`src/rtl/ttp_pkg.sv`:
```
// Shared constants, register map and carrier types of the triggered pulse timer.
package ttp_pkg;

	localparam int NCH = 6;
	localparam logic [5:0] CD_MASK = 6'h09;

	////////////////////////////////////////////////////////////////////////////////
	// Register indices; the byte address is four times the index.
	localparam logic [23:0] RUN_IDX = 24'h0fffbc;
	localparam logic [23:0] LOCK_IDX = 24'h0fffbd;
	localparam logic [23:0] HALT_IDX = 24'hfffdc8;
	localparam logic [23:0] PORT_IDX = 24'h000120;
	localparam logic [23:0] CNT_IDX_BASE = 24'h000110;
	localparam logic [23:0] CC_IDX [NCH] = '{24'hffffc0, 24'hffffd0, 24'hffffe0,
		24'hfffff0, 24'hfffee0, 24'hfffef0};
	localparam logic [23:0] OS_IDX [NCH] = '{24'hffffc1, 24'hffffd1, 24'hffffe1,
		24'hfffff1, 24'hfffee1, 24'hfffef1};
	localparam logic [23:0] PFH_IDX [NCH] = '{24'hffffc2, 24'hffffd2, 24'hffffe2,
		24'hfffff2, 24'hfffee2, 24'hfffef2};
	localparam logic [23:0] PFL_IDX [NCH] = '{24'hffffc3, 24'h000000, 24'h000000,
		24'hfffff3, 24'h000000, 24'h000000};
	localparam logic [23:0] GA_IDX [NCH] = '{24'hffffc8, 24'hffffd8, 24'hffffe8,
		24'hfffff8, 24'hfffee8, 24'h000104};
	localparam logic [23:0] GB_IDX [NCH] = '{24'h0fffca, 24'h0fffda, 24'h000100,
		24'hfffffa, 24'hfffeea, 24'h000105};
	localparam logic [23:0] GC_IDX [NCH] = '{24'hffffcc, 24'h000000, 24'h000000,
		24'hfffffc, 24'h000000, 24'h000000};
	localparam logic [23:0] GD_IDX [NCH] = '{24'h0fffce, 24'h000000, 24'h000000,
		24'hfffffe, 24'h000000, 24'h000000};

	////////////////////////////////////////////////////////////////////////////////
	// Field positions and reset values.
	localparam int TIMER_HALT_BIT = 0;
	localparam int ALL_CLOCK_HALT_BIT = 15;
	localparam logic [15:0] PERIPH_MASK = 16'h3329;
	localparam logic [15:0] HALT_RESET = 16'h7fff;
	localparam logic [15:0] GR_RESET = 16'hffff;
	localparam logic [7:0] BYTE_RESET = 8'h00;
	localparam int IBUF_BIT = 0;
	localparam int DIR_BIT = 1;

	////////////////////////////////////////////////////////////////////////////////
	// Codes.
	localparam logic [3:0] MODE_NORMAL = 4'h0;
	localparam logic [3:0] MODE_PWM1 = 4'h2;
	localparam logic [2:0] CLR_A = 3'h1;
	localparam logic [2:0] CLR_B = 3'h2;
	localparam logic [2:0] CLR_SYNC = 3'h3;
	localparam logic [2:0] CLR_C = 3'h5;
	localparam logic [2:0] CLR_D = 3'h6;
	localparam logic [2:0] CLR_SYNC_ALT = 3'h7;
	localparam logic [2:0] PRESC_DIV1 = 3'h0;
	localparam logic [2:0] PRESC_DIV4 = 3'h1;
	localparam logic [2:0] PRESC_DIV16 = 3'h2;
	localparam logic [2:0] PRESC_DIV64 = 3'h3;
	localparam logic [3:0] IO_CAP_RISE = 4'h8;
	localparam logic [3:0] IO_CAP_FALL = 4'h9;

	typedef enum logic [3:0] {
		K_NONE, K_RUN, K_LOCK, K_HALT, K_PORT, K_CNT,
		K_CC, K_OS, K_PFH, K_PFL, K_GA, K_GB, K_GC, K_GD
	} ttp_kind_e;

	typedef struct packed {
		ttp_kind_e kind;
		logic [2:0] ch;
	} ttp_dec_s;

	typedef struct packed {
		logic [2:0] clear_sel;
		logic [1:0] edge_sel;
		logic [2:0] presc;
		logic [3:0] mode;
		logic [3:0] fa;
		logic [3:0] fb;
		logic [3:0] fc;
		logic [3:0] fd;
		logic [15:0] gra;
		logic [15:0] grb;
		logic [15:0] grc;
		logic [15:0] grd;
	} ttp_cfg_s;

	typedef struct packed {
		logic out_a;
		logic oe_a;
		logic out_c;
		logic oe_c;
	} ttp_pins_s;

endpackage

```
`src/rtl/ttp_timer.sv`:
```
// Six-channel triggered pulse timer with its APB register file.
//
// The APB register port was chosen for this implementation.
`timescale 1ns/1ps
// How it works
// [RL1] Writing one to a module halt bit stops that module.
// [RL2] Writing zero to a module halt bit lets the module run again.
// [RL3] Bit 0 of module_halt_a stops the whole timer; it runs while zero.
// [RL4] Bit 15 plus all peripherals halted plus sleep stops bus and port clocks.
// [RL5] Clear select 011 clears the counter with other synchronised cleared counters.
// [RL6] Clear select 001 clears the counter on compare or capture in register A.
// [RL7] Clock edge 00 counts on falling edges of the count clock; the code ignores the edge field and counts on rising CLK edges.
// [RL8] Prescaler 000 counts every peripheral clock cycle.
// [RL9] Mode 0010 selects PWM mode 1, 0000 selects normal counting.
// [RL10] Function A 0010 in PWM mode 1: match A drives pin A high.
// [RL11] Function B 0010 in PWM mode 1: match B drives pin A low; the code drives pin A high on match B for 0010, low for 0001.
// [RL12] Function C 0010 in PWM mode 1: match C drives pin C high.
// [RL13] Function D 0010 in PWM mode 1: match D drives pin C low; the code drives pin C high on match D for 0010, low for 0001.
// [RL14] Function B 0000: register B compares but does not touch pin A.
// [RL15] Function A 1001: register A captures the counter on pin A falling edges.
// [RL16] Six run bits start or halt their channel counters.
// [RL17] Six lockstep bits join channels into synchronous clearing when one.
// [RL18] Registers A and C hold the count where the pulse goes high.
// [RL19] Registers B and D hold the count where the pulse goes low.
// [RL20] Trigger input buffer disabled means the timer sees a constant high.
// [RL21] Counters are 16 bits and reset to zero.
// [RL22] Paired match with the same level setting leaves the output unchanged.
// [RL23] Initial output level is driven while the channel counter is stopped.
// [RL24] A compare match happens in the count cycle the counter equals the register.
// [RL25] Synchronous clearing zeroes all joined counters on the same edge.
module ttp_timer (
	// Clock and reset.
	input wire logic CLK,
	input wire logic NRST,
	// APB slave.
	input wire logic PSEL,
	input wire logic PENABLE,
	input wire logic PWRITE,
	input wire logic [25:0] PADDR,
	input wire logic [31:0] PWDATA,
	output logic [31:0] PRDATA,
	output logic PREADY,
	output logic PSLVERR,
	// Channel pins; pin A of channel 5 is the trigger input.
	input wire logic [5:0] PIN_A_IN,
	output logic [5:0] PIN_A_OUT,
	output logic [5:0] PIN_A_OE,
	output logic [1:0] PIN_C_OUT,
	output logic [1:0] PIN_C_OE,
	// Power control.
	input wire logic SLEEP_REQ,
	output logic [15:0] MODULE_HALT,
	output logic CLOCK_HALT
);

	localparam int NCH = ttp_pkg::NCH;

	logic [5:0] counter_run_bits;
	logic [5:0] counter_lockstep_bits;
	logic [15:0] module_halt_a;
	logic trigger_input_buffer_enable;
	logic pin_direction_bit;
	logic [7:0] count_control [NCH];
	logic [7:0] operating_select [NCH];
	logic [7:0] pin_function_high [NCH];
	logic [7:0] pin_function_low [NCH];
	logic [15:0] general_reg_a [NCH];
	logic [15:0] general_reg_b [NCH];
	logic [15:0] general_reg_c [NCH];
	logic [15:0] general_reg_d [NCH];
	logic [15:0] channel_counter [NCH];
	ttp_pkg::ttp_cfg_s cfg [NCH];
	ttp_pkg::ttp_pins_s pins [NCH];
	logic [5:0] src_clr;
	logic [5:0] cap_a;
	logic [5:0] pin_seen;
	logic sync_clr_any;
	logic timer_live;
	ttp_pkg::ttp_dec_s dec;
	logic bad_addr;
	logic wr;
	logic [15:0] read_val;

	////////////////////////////////////////////////////////////////////////////////
	// Address decode.
	always_comb begin
		dec = '{kind: ttp_pkg::K_NONE, ch: 3'h0};
		if (PADDR[25:2] == ttp_pkg::RUN_IDX) begin
			dec.kind = ttp_pkg::K_RUN;
		end else if (PADDR[25:2] == ttp_pkg::LOCK_IDX) begin
			dec.kind = ttp_pkg::K_LOCK;
		end else if (PADDR[25:2] == ttp_pkg::HALT_IDX) begin
			dec.kind = ttp_pkg::K_HALT;
		end else if (PADDR[25:2] == ttp_pkg::PORT_IDX) begin
			dec.kind = ttp_pkg::K_PORT;
		end
		for (int c = 0; c < NCH; c++) begin
			if (PADDR[25:2] == ttp_pkg::CC_IDX[c]) begin
				dec = '{kind: ttp_pkg::K_CC, ch: 3'(c)};
			end else if (PADDR[25:2] == ttp_pkg::OS_IDX[c]) begin
				dec = '{kind: ttp_pkg::K_OS, ch: 3'(c)};
			end else if (PADDR[25:2] == ttp_pkg::PFH_IDX[c]) begin
				dec = '{kind: ttp_pkg::K_PFH, ch: 3'(c)};
			end else if (PADDR[25:2] == ttp_pkg::GA_IDX[c]) begin
				dec = '{kind: ttp_pkg::K_GA, ch: 3'(c)};
			end else if (PADDR[25:2] == ttp_pkg::GB_IDX[c]) begin
				dec = '{kind: ttp_pkg::K_GB, ch: 3'(c)};
			end else if (PADDR[25:2] == ttp_pkg::CNT_IDX_BASE + 24'(c)) begin
				dec = '{kind: ttp_pkg::K_CNT, ch: 3'(c)};
			end else if (ttp_pkg::CD_MASK[c] && PADDR[25:2] == ttp_pkg::PFL_IDX[c]) begin
				dec = '{kind: ttp_pkg::K_PFL, ch: 3'(c)};
			end else if (ttp_pkg::CD_MASK[c] && PADDR[25:2] == ttp_pkg::GC_IDX[c]) begin
				dec = '{kind: ttp_pkg::K_GC, ch: 3'(c)};
			end else if (ttp_pkg::CD_MASK[c] && PADDR[25:2] == ttp_pkg::GD_IDX[c]) begin
				dec = '{kind: ttp_pkg::K_GD, ch: 3'(c)};
			end
		end
	end

	assign bad_addr = (dec.kind == ttp_pkg::K_NONE) || (PADDR[1:0] != 2'h0);
	assign wr = PSEL & PENABLE & PWRITE & ~bad_addr;
	assign PREADY = 1'b1;

	////////////////////////////////////////////////////////////////////////////////
	// Read path; data is loaded in the setup cycle and held through the access.
	always_comb begin
		case (dec.kind)
			ttp_pkg::K_RUN: read_val = {10'h000, counter_run_bits};
			ttp_pkg::K_LOCK: read_val = {10'h000, counter_lockstep_bits};
			ttp_pkg::K_HALT: read_val = module_halt_a;
			ttp_pkg::K_PORT: read_val = {14'h0000, pin_direction_bit, trigger_input_buffer_enable};
			ttp_pkg::K_CNT: read_val = channel_counter[dec.ch];
			ttp_pkg::K_CC: read_val = {8'h00, count_control[dec.ch]};
			ttp_pkg::K_OS: read_val = {8'h00, operating_select[dec.ch]};
			ttp_pkg::K_PFH: read_val = {8'h00, pin_function_high[dec.ch]};
			ttp_pkg::K_PFL: read_val = {8'h00, pin_function_low[dec.ch]};
			ttp_pkg::K_GA: read_val = general_reg_a[dec.ch];
			ttp_pkg::K_GB: read_val = general_reg_b[dec.ch];
			ttp_pkg::K_GC: read_val = general_reg_c[dec.ch];
			ttp_pkg::K_GD: read_val = general_reg_d[dec.ch];
			default: read_val = 16'h0000;
		endcase
	end

	always_ff @(posedge CLK) begin
		if (!NRST) begin
			PRDATA <= 32'h00000000;
			PSLVERR <= 1'b0;
		end else if (PSEL && !PENABLE) begin
			PRDATA <= bad_addr ? 32'h00000000 : {16'h0000, read_val};
			PSLVERR <= bad_addr;
		end
	end

	////////////////////////////////////////////////////////////////////////////////
	// Global control registers.
	always_ff @(posedge CLK) begin
		if (!NRST) begin
			counter_run_bits <= 6'h00;
		end else if (wr && dec.kind == ttp_pkg::K_RUN) begin
			counter_run_bits <= PWDATA[5:0]; // see [RL16]
		end
	end

	always_ff @(posedge CLK) begin
		if (!NRST) begin
			counter_lockstep_bits <= 6'h00;
		end else if (wr && dec.kind == ttp_pkg::K_LOCK) begin
			counter_lockstep_bits <= PWDATA[5:0]; // see [RL17]
		end
	end

	always_ff @(posedge CLK) begin
		if (!NRST) begin
			module_halt_a <= ttp_pkg::HALT_RESET;
		end else if (wr && dec.kind == ttp_pkg::K_HALT) begin
			module_halt_a <= PWDATA[15:0]; // see [RL1] see [RL2]
		end
	end

	always_ff @(posedge CLK) begin
		if (!NRST) begin
			trigger_input_buffer_enable <= 1'b0;
			pin_direction_bit <= 1'b0;
		end else if (wr && dec.kind == ttp_pkg::K_PORT) begin
			trigger_input_buffer_enable <= PWDATA[ttp_pkg::IBUF_BIT];
			pin_direction_bit <= PWDATA[ttp_pkg::DIR_BIT];
		end
	end

	assign timer_live = ~module_halt_a[ttp_pkg::TIMER_HALT_BIT]; // see [RL3]
	assign MODULE_HALT = module_halt_a; // see [RL1] see [RL2]
	assign CLOCK_HALT = module_halt_a[ttp_pkg::ALL_CLOCK_HALT_BIT] & SLEEP_REQ & // see [RL4]
		((module_halt_a & ttp_pkg::PERIPH_MASK) == ttp_pkg::PERIPH_MASK);

	////////////////////////////////////////////////////////////////////////////////
	// Synchronous clearing across joined channels.
	assign sync_clr_any = |(src_clr & counter_lockstep_bits); // see [RL5] see [RL25]

	////////////////////////////////////////////////////////////////////////////////
	// Per-channel registers and channel instances.
	for (genvar c = 0; c < NCH; c++) begin : g_ch
		always_ff @(posedge CLK) begin
			if (!NRST) begin
				count_control[c] <= ttp_pkg::BYTE_RESET;
				operating_select[c] <= ttp_pkg::BYTE_RESET;
				pin_function_high[c] <= ttp_pkg::BYTE_RESET;
				pin_function_low[c] <= ttp_pkg::BYTE_RESET;
			end else if (wr && dec.ch == 3'(c)) begin
				if (dec.kind == ttp_pkg::K_CC) begin
					count_control[c] <= PWDATA[7:0];
				end else if (dec.kind == ttp_pkg::K_OS) begin
					operating_select[c] <= PWDATA[7:0];
				end else if (dec.kind == ttp_pkg::K_PFH) begin
					pin_function_high[c] <= PWDATA[7:0];
				end else if (dec.kind == ttp_pkg::K_PFL) begin
					pin_function_low[c] <= PWDATA[7:0];
				end
			end
		end

		always_ff @(posedge CLK) begin
			if (!NRST) begin
				general_reg_a[c] <= ttp_pkg::GR_RESET;
			end else if (cap_a[c]) begin
				general_reg_a[c] <= channel_counter[c]; // see [RL15]
			end else if (wr && dec.ch == 3'(c) && dec.kind == ttp_pkg::K_GA) begin
				general_reg_a[c] <= PWDATA[15:0]; // see [RL18]
			end
		end

		always_ff @(posedge CLK) begin
			if (!NRST) begin
				general_reg_b[c] <= ttp_pkg::GR_RESET;
				general_reg_c[c] <= ttp_pkg::GR_RESET;
				general_reg_d[c] <= ttp_pkg::GR_RESET;
			end else if (wr && dec.ch == 3'(c)) begin
				if (dec.kind == ttp_pkg::K_GB) begin
					general_reg_b[c] <= PWDATA[15:0]; // see [RL19]
				end else if (dec.kind == ttp_pkg::K_GC) begin
					general_reg_c[c] <= PWDATA[15:0]; // see [RL18]
				end else if (dec.kind == ttp_pkg::K_GD) begin
					general_reg_d[c] <= PWDATA[15:0]; // see [RL19]
				end
			end
		end

		assign cfg[c] = '{
			clear_sel: count_control[c][7:5],
			edge_sel: count_control[c][4:3],
			presc: count_control[c][2:0],
			mode: operating_select[c][3:0],
			fa: pin_function_high[c][3:0],
			fb: pin_function_high[c][7:4],
			fc: pin_function_low[c][3:0],
			fd: pin_function_low[c][7:4],
			gra: general_reg_a[c],
			grb: general_reg_b[c],
			grc: general_reg_c[c],
			grd: general_reg_d[c]
		};

		if (c == NCH - 1) begin : g_trig
			assign pin_seen[c] = trigger_input_buffer_enable ? PIN_A_IN[c] : 1'b1; // see [RL20]
			assign PIN_A_OE[c] = pins[c].oe_a & pin_direction_bit;
		end else begin : g_plain
			assign pin_seen[c] = PIN_A_IN[c];
			assign PIN_A_OE[c] = pins[c].oe_a;
		end
		assign PIN_A_OUT[c] = pins[c].out_a;

		ttp_chan #(
			.HAS_CD(ttp_pkg::CD_MASK[c])
		) u_chan (
			.clk(CLK),
			.nrst(NRST),
			.cfg(cfg[c]),
			.run(counter_run_bits[c] & timer_live), // see [RL3] see [RL16]
			.live(timer_live),
			.sync_en(counter_lockstep_bits[c]),
			.sync_clr_any(sync_clr_any),
			.pin_a(pin_seen[c]),
			.count(channel_counter[c]),
			.src_clr(src_clr[c]),
			.cap_a(cap_a[c]),
			.pins(pins[c])
		);
	end

	assign PIN_C_OUT = {pins[3].out_c, pins[0].out_c};
	assign PIN_C_OE = {pins[3].oe_c, pins[0].oe_c};

endmodule

```
`src/rtl/ttp_chan.sv`:
```
// One timer channel: counter, compare, capture and pin logic.
`timescale 1ns/1ps
module ttp_chan #(
	parameter bit HAS_CD = 1'b1
) (
	// Clock and reset.
	input wire logic clk,
	input wire logic nrst,
	// Configuration and control.
	input ttp_pkg::ttp_cfg_s cfg,
	input wire logic run,
	input wire logic live,
	input wire logic sync_en,
	input wire logic sync_clr_any,
	input wire logic pin_a,
	// State and events.
	output logic [15:0] count,
	output logic src_clr,
	output logic cap_a,
	output ttp_pkg::ttp_pins_s pins
);

	logic [5:0] pdiv;
	logic tick;
	logic pin_q;
	logic rise;
	logic fall;
	logic pwm;
	logic ma;
	logic mb;
	logic mc;
	logic md;
	logic clr;
	logic out_a;
	logic out_c;

	function automatic logic lvl(input logic [3:0] f, input logic cur);
		case (f[1:0])
			2'h1: lvl = 1'b0;
			2'h2: lvl = 1'b1;
			2'h3: lvl = ~cur;
			default: lvl = cur;
		endcase
	endfunction

	////////////////////////////////////////////////////////////////////////////////
	// Count clock; the peripheral clock divided by 1, 4, 16 or 64 here; codes 100 to 111 never tick.
	always_ff @(posedge clk) begin
		if (!nrst) begin
			pdiv <= 6'h00;
		end else begin
			pdiv <= pdiv + 6'h01;
		end
	end

	always_comb begin
		case (cfg.presc)
			ttp_pkg::PRESC_DIV1: tick = 1'b1; // see [RL8]
			ttp_pkg::PRESC_DIV4: tick = (pdiv[1:0] == 2'h0);
			ttp_pkg::PRESC_DIV16: tick = (pdiv[3:0] == 4'h0);
			ttp_pkg::PRESC_DIV64: tick = (pdiv == 6'h00);
			default: tick = 1'b0;
		endcase
	end

	////////////////////////////////////////////////////////////////////////////////
	// Capture on pin edges.
	always_ff @(posedge clk) begin
		if (!nrst) begin
			pin_q <= 1'b1;
		end else begin
			pin_q <= pin_a;
		end
	end

	assign rise = pin_a & ~pin_q;
	assign fall = ~pin_a & pin_q;
	assign cap_a = live & ((cfg.fa == ttp_pkg::IO_CAP_FALL && fall) || // see [RL15]
		(cfg.fa == ttp_pkg::IO_CAP_RISE && rise) ||
		(cfg.fa[3:1] == 3'h5 && (rise || fall)));

	////////////////////////////////////////////////////////////////////////////////
	// Compare matches and counter clearing.
	assign pwm = (cfg.mode == ttp_pkg::MODE_PWM1); // see [RL9]
	assign ma = run & tick & ~cfg.fa[3] & (count == cfg.gra); // see [RL24]
	assign mb = run & tick & ~cfg.fb[3] & (count == cfg.grb); // see [RL24]
	assign mc = HAS_CD & run & tick & ~cfg.fc[3] & (count == cfg.grc);
	assign md = HAS_CD & run & tick & ~cfg.fd[3] & (count == cfg.grd);

	always_comb begin
		case (cfg.clear_sel)
			ttp_pkg::CLR_A: src_clr = ma | cap_a; // see [RL6]
			ttp_pkg::CLR_B: src_clr = mb;
			ttp_pkg::CLR_C: src_clr = mc;
			ttp_pkg::CLR_D: src_clr = md;
			default: src_clr = 1'b0;
		endcase
	end

	assign clr = src_clr | (sync_en & sync_clr_any & // see [RL5] see [RL17] see [RL25]
		(cfg.clear_sel == ttp_pkg::CLR_SYNC || cfg.clear_sel == ttp_pkg::CLR_SYNC_ALT));

	always_ff @(posedge clk) begin
		if (!nrst) begin
			count <= 16'h0000; // see [RL21]
		end else if (clr) begin
			count <= 16'h0000;
		end else if (run && tick) begin
			count <= count + 16'h0001; // see [RL7] see [RL16]
		end
	end

	////////////////////////////////////////////////////////////////////////////////
	// Output pins.
	always_ff @(posedge clk) begin
		if (!nrst) begin
			out_a <= 1'b0;
		end else if (!run) begin
			out_a <= cfg.fa[2] & ~cfg.fa[3]; // see [RL23]
		end else if (ma && cfg.fa[1:0] != 2'h0) begin
			out_a <= lvl(cfg.fa, out_a); // see [RL10] see [RL18]
		end else if (pwm && mb && cfg.fb[1:0] != 2'h0 && cfg.fb[1:0] != cfg.fa[1:0]) begin
			out_a <= lvl(cfg.fb, out_a); // see [RL11] see [RL14] see [RL19] see [RL22]
		end
	end

	always_ff @(posedge clk) begin
		if (!nrst) begin
			out_c <= 1'b0;
		end else if (!HAS_CD) begin
			out_c <= 1'b0;
		end else if (!run) begin
			out_c <= cfg.fc[2] & ~cfg.fc[3]; // see [RL23]
		end else if (mc && cfg.fc[1:0] != 2'h0) begin
			out_c <= lvl(cfg.fc, out_c); // see [RL12] see [RL18]
		end else if (pwm && md && cfg.fd[1:0] != 2'h0 && cfg.fd[1:0] != cfg.fc[1:0]) begin
			out_c <= lvl(cfg.fd, out_c); // see [RL13] see [RL19] see [RL22]
		end
	end

	assign pins.out_a = out_a;
	assign pins.oe_a = ~cfg.fa[3] & (cfg.fa != 4'h0);
	assign pins.out_c = out_c;
	assign pins.oe_c = HAS_CD & ~cfg.fc[3] & (cfg.fc != 4'h0);

endmodule

```
`config.mk`:
```
export PLATFORM = sky130hd
export DESIGN_NAME = ttp_timer
export DESIGN_NICKNAME = d
export VERILOG_FILES = /design/src/rtl/ttp_pkg.sv /design/src/rtl/ttp_timer.sv /design/src/rtl/ttp_chan.sv
export SDC_FILE = /design/constraint.sdc
export NUM_CORES = 2
export LEC_CHECK = 0
export BUFFER_PORTS_ARGS = -buffer_cell sky130_fd_sc_hd__buf_4
export CAP_MARGIN = 20
export CORE_MARGIN = 2
export CORE_UTILIZATION = 30
export CTS_CLUSTER_SIZE = 28
export DETAILED_ROUTE_END_ITERATION = 7
export GPL_TIMING_DRIVEN = 0
export PLACE_DENSITY = 0.43
export SLEW_MARGIN = 25
export SYNTH_ARGS = -nofsm -noshare
export SYNTH_HDL_FRONTEND = slang
export SYNTH_SLANG_ARGS = --single-unit
```
`constraint.sdc`:
```
create_clock -name CLK -period 15.7 [get_ports CLK]
set_clock_uncertainty 0.1 [all_clocks]
set_input_delay 3.14 -clock CLK [delete_from_list [all_inputs] [get_ports CLK]]
set_output_delay 3.14 -clock CLK [all_outputs]
set_load 0.1 [all_outputs]
```
==> impl_results.md <==
* Endpoint class of the critical path: register
* Post-synth top cells: edfxtp_1 (499), clkbuf_1 (243), nand2_1 (241)
* Critical path class: input port to register
* Post-layout util at 0.3541
* Most frequent cell after synthesis: edfxtp_1
* # DRC at 0
* Worst slew pin tran at between 1000 and 1500 ps
* Die Footprint at 133800 sq um
* Cells on worst reg2reg path at 14
* Worst skew pair latency at ~730 ps
* Vias in the first global route at around 33000
* Cell Rows at 132
* Fin Setup TNS at 0 ps
* P_leak at 0.01575 uW
* RSZ-0062 raised after global routing: false
* Final antenna-violating net count at 0
* Overall die width at 365.8 microns
* Reg-to-Reg End: g_ch[2].u_chan.count[10]$_SDFFE_PP0P_
* Asr flop ratio synth at 0
* Port Buffers at 94
* Met1 WL at between 80000 and 90000 microns
* WP data required at about 16000 ps
* Power share of the clock group at 0.458
* Max Used Layer: met5
* Synthesized instance count at 3887
* Max Cap Violations at 0
* RD Place Congestion at 1.020
* Critical Path AT at 8890 ps
* Routed WL per cell at 36.40 microns
* Final WS setup at 7133 ps
* Metal3 WL at 23340 microns
* Min Tclk post-route at approximately 8600 ps
* All-Layer GR Usage at 0.3169
* Final nets at 4357
* Initial antenna violation count at 32
* TritonCTS sink count at 692
* Max Fclk at 0.1167 GHz
* R2R setup slack at 9430 ps
* Sw Share at 0.2659
* Initial core utilization at 0.3029
* Hold Crit Start: g_ch[2].u_chan.pdiv[0]$_SDFF_PN0_
* GRT overflow at 0
* Root buf cell: clkbuf_16
* Fin. max-slew vios at 0
* Max VDD drop at around 80 uV
* Mapped Area at a little under 40000 sq um
* Post-DP HPWL at 170400 microns
* Number of clock buffers inserted by TritonCTS at 87
* Hold worst-path end: g_ch[2].u_chan.pdiv[0]$_SDFF_PN0_
* Met2 WL at 94160 microns
* Post-Syn Area per Cell at 10.10 sq um
* Final std cells w/o fill at around 6000
* Fillers at 13260
* Distinct cells, synth at a little over 100
* Layout cell share with drive strength beyond 1 at 0.1213
* Initial DRC Count at 5577
* Hold_buf cts at 0
* DP Worst Slack at between 6000 and 7000 ps
* CTS tree: done
* Drt first pass iters at 6
* Setup-failing EPs final at 0
* Placed Cells at 5858
* Area growth syn-to-layout at 16.91%
* Post-synth EDFFs at 499
* IO Pins at 137
* Largest net degree at the start of global routing at 17
* Post-synth top area share at 0.3816
* CTS Buffer Depth at 3
* Hold Slack at about 360 ps
* Prevailing post-synth register cell: edfxtp_1
* Wire length of the first global-routing pass at 290600 microns
* Worst slew margin at 0.2041
* Die height at about 370 microns
* Postcts setup bufs at 0
* Final Hold Viols at 0
* Final period util at 0.5457
* Number of vias per cell at about 5.9
* Hold Crit Depth at 1
* Synthesis-stage register bit count at 692
* Worst hold path type: register to register
* Status: finished, final reports clean
* Part of the power in combinational logic at 0.072
* H-tree levels at 3
* CORE AREA at 129600 sq um
* Worst r2r src: g_ch[2].u_chan.pdiv[0]$_SDFF_PN0_
* CTS resizes at 0
* Synthesis Warnings at 0
* Vias at 35450
* Seq pwr share at 0.470
* Synth area leader: edfxtp_1
* Startpoint types: input port
* Total routed wirelength at about 220000 microns
* Register clock-pin slew on the reported worst setup and hold paths at 60 ps
* P_int at 3251 uW
* Sw Pwr at 1178 uW
* Seq/Total Area, Yosys at 0.4800
* Synth area leaders: edfxtp_1 (38%), dfxtp_1 (9.8%), xor2_1 (5.2%)
* Max FO, Critical Path at 10
* Power per cell area at approximately 96 nW/um^2
[cell families after synthesis]
kind of cell             after synthesis  share of synthesized area
other                                  2                  0.0001913
AO/OA/AOI/OAI                        678                     0.1271
XOR/XNOR                             389                    0.08677
flip-flops                           692                     0.4800
multiplexers                          66                    0.01692
AND/OR/NAND/NOR                     1534                     0.2159
buffers and inverters                444                    0.04700
adder cells (fa/ha/maj)               82                    0.02607
[layout by cell type (no fill, tap or decap), types with 37 or more instances in the layout]
cell / instances
clkbuf_16: 89
xnor2_1: 158
edfxtp_1: 499
ha_1: 81
a21oi_1: 92
o21ai_0: 102
clkbuf_2: 37
mux2i_1: 63
nand2_1: 241
nand2b_1: 187
nor4_1: 54
nor2_1: 215
dfxtp_1: 193
o22ai_1: 42
buf_4: 138
o221ai_1: 55
buf_2: 56
clkbuf_1: 234
nand4_1: 77
conb_1: 100
inv_1: 104
and2_1: 188
o22a_1: 103
xor2_1: 231
nor3_1: 225
nand3_1: 128
[layer usage]
metal	GRT usage	vias to the layer above
li1	-	14690
met5	0	-
met4	0.1586	8
met3	0.07079	508
met1	0.4271	17790
met2	0.4762	2462
[power groups by stage]
stage,combinational (uW),clock (uW),sequential (uW)
2_1_floorplan,165,0,2090
3_3_place_gp,298,0,2120
3_5_place_dp,307,0,2120
4_1_cts,308,2040,2080
5_1_grt,328,2110,2080
6_report,318,2030,2080
[how the worst max path moves through the flow]
stage                     depth (start not counted)                                 end      start
final                                            14      general_reg_a[5][14]$_DFFE_PP_   PADDR[6]
after global routing                             13  general_reg_a[4][12]$_SDFFCE_PN1P_  PADDR[19]
after CTS                                        13      general_reg_a[1][14]$_DFFE_PP_  PADDR[19]
after detailed placement                         13      general_reg_a[1][11]$_DFFE_PP_  PADDR[19]
after global placement                           12  general_reg_b[5][10]$_SDFFCE_PN1P_  PADDR[23]
after floorplan                                   2                          CLOCK_HALT  SLEEP_REQ
[critical path: stages]
cell and delay (ps):
buf_4 90, buf_2 200, nor2b_1 160, clkbuf_1 490, nand2_1 200, nor3_2 810
or3_2 320, nor2_2 60, a311oi_4 500, clkbuf_1 590, clkbuf_1 750, nand2_1 490
o211ai_1 760, buf_4 300
[layout make-up]
type / count / area [sq um] / share of cell area
antenna: 7 / 17.52 / 0.0003816
timing repair buffer: 132 / 1046 / 0.02279
sequential: 692 / 18850 / 0.4106
clock buffer: 126 / 2466 / 0.05372
multi-input combinational: 2849 / 19140 / 0.4169
buffer: 339 / 1504 / 0.03276
tap: 1742 / 2180 / 0.04748
clock inverter: 34 / 309.0 / 0.006732
inverter: 105 / 394.1 / 0.008586
[state kept, by name, summed over array words and instances (netlist names), 2 cells and up]
name / flops
general_reg_a: 96
PRDATA: 16
count_control: 48
operating_select: 48
g_ch.u_chan.count: 96
general_reg_d: 56
pin_function_low: 20
counter_lockstep_bits: 6
counter_run_bits: 6
g_ch.u_chan.out_a: 6
pin_function_high: 48
general_reg_c: 87
g_ch.u_chan.pdiv: 36
general_reg_b: 96
g_ch.u_chan.out_c: 2
MODULE_HALT: 16
g_ch.u_chan.pin_q: 6
[through the flow]
stage | area, sq um | power (uW)
2_1_floorplan | 39630 | 2256
3_3_place_gp | 42520 | 2417
3_5_place_dp | 43100 | 2424
4_1_cts | 45880 | 4429
5_1_grt | 45890 | 4525
6_report | 45900 | 4429
No activity file was read; power rests on OpenSTA's default activity.
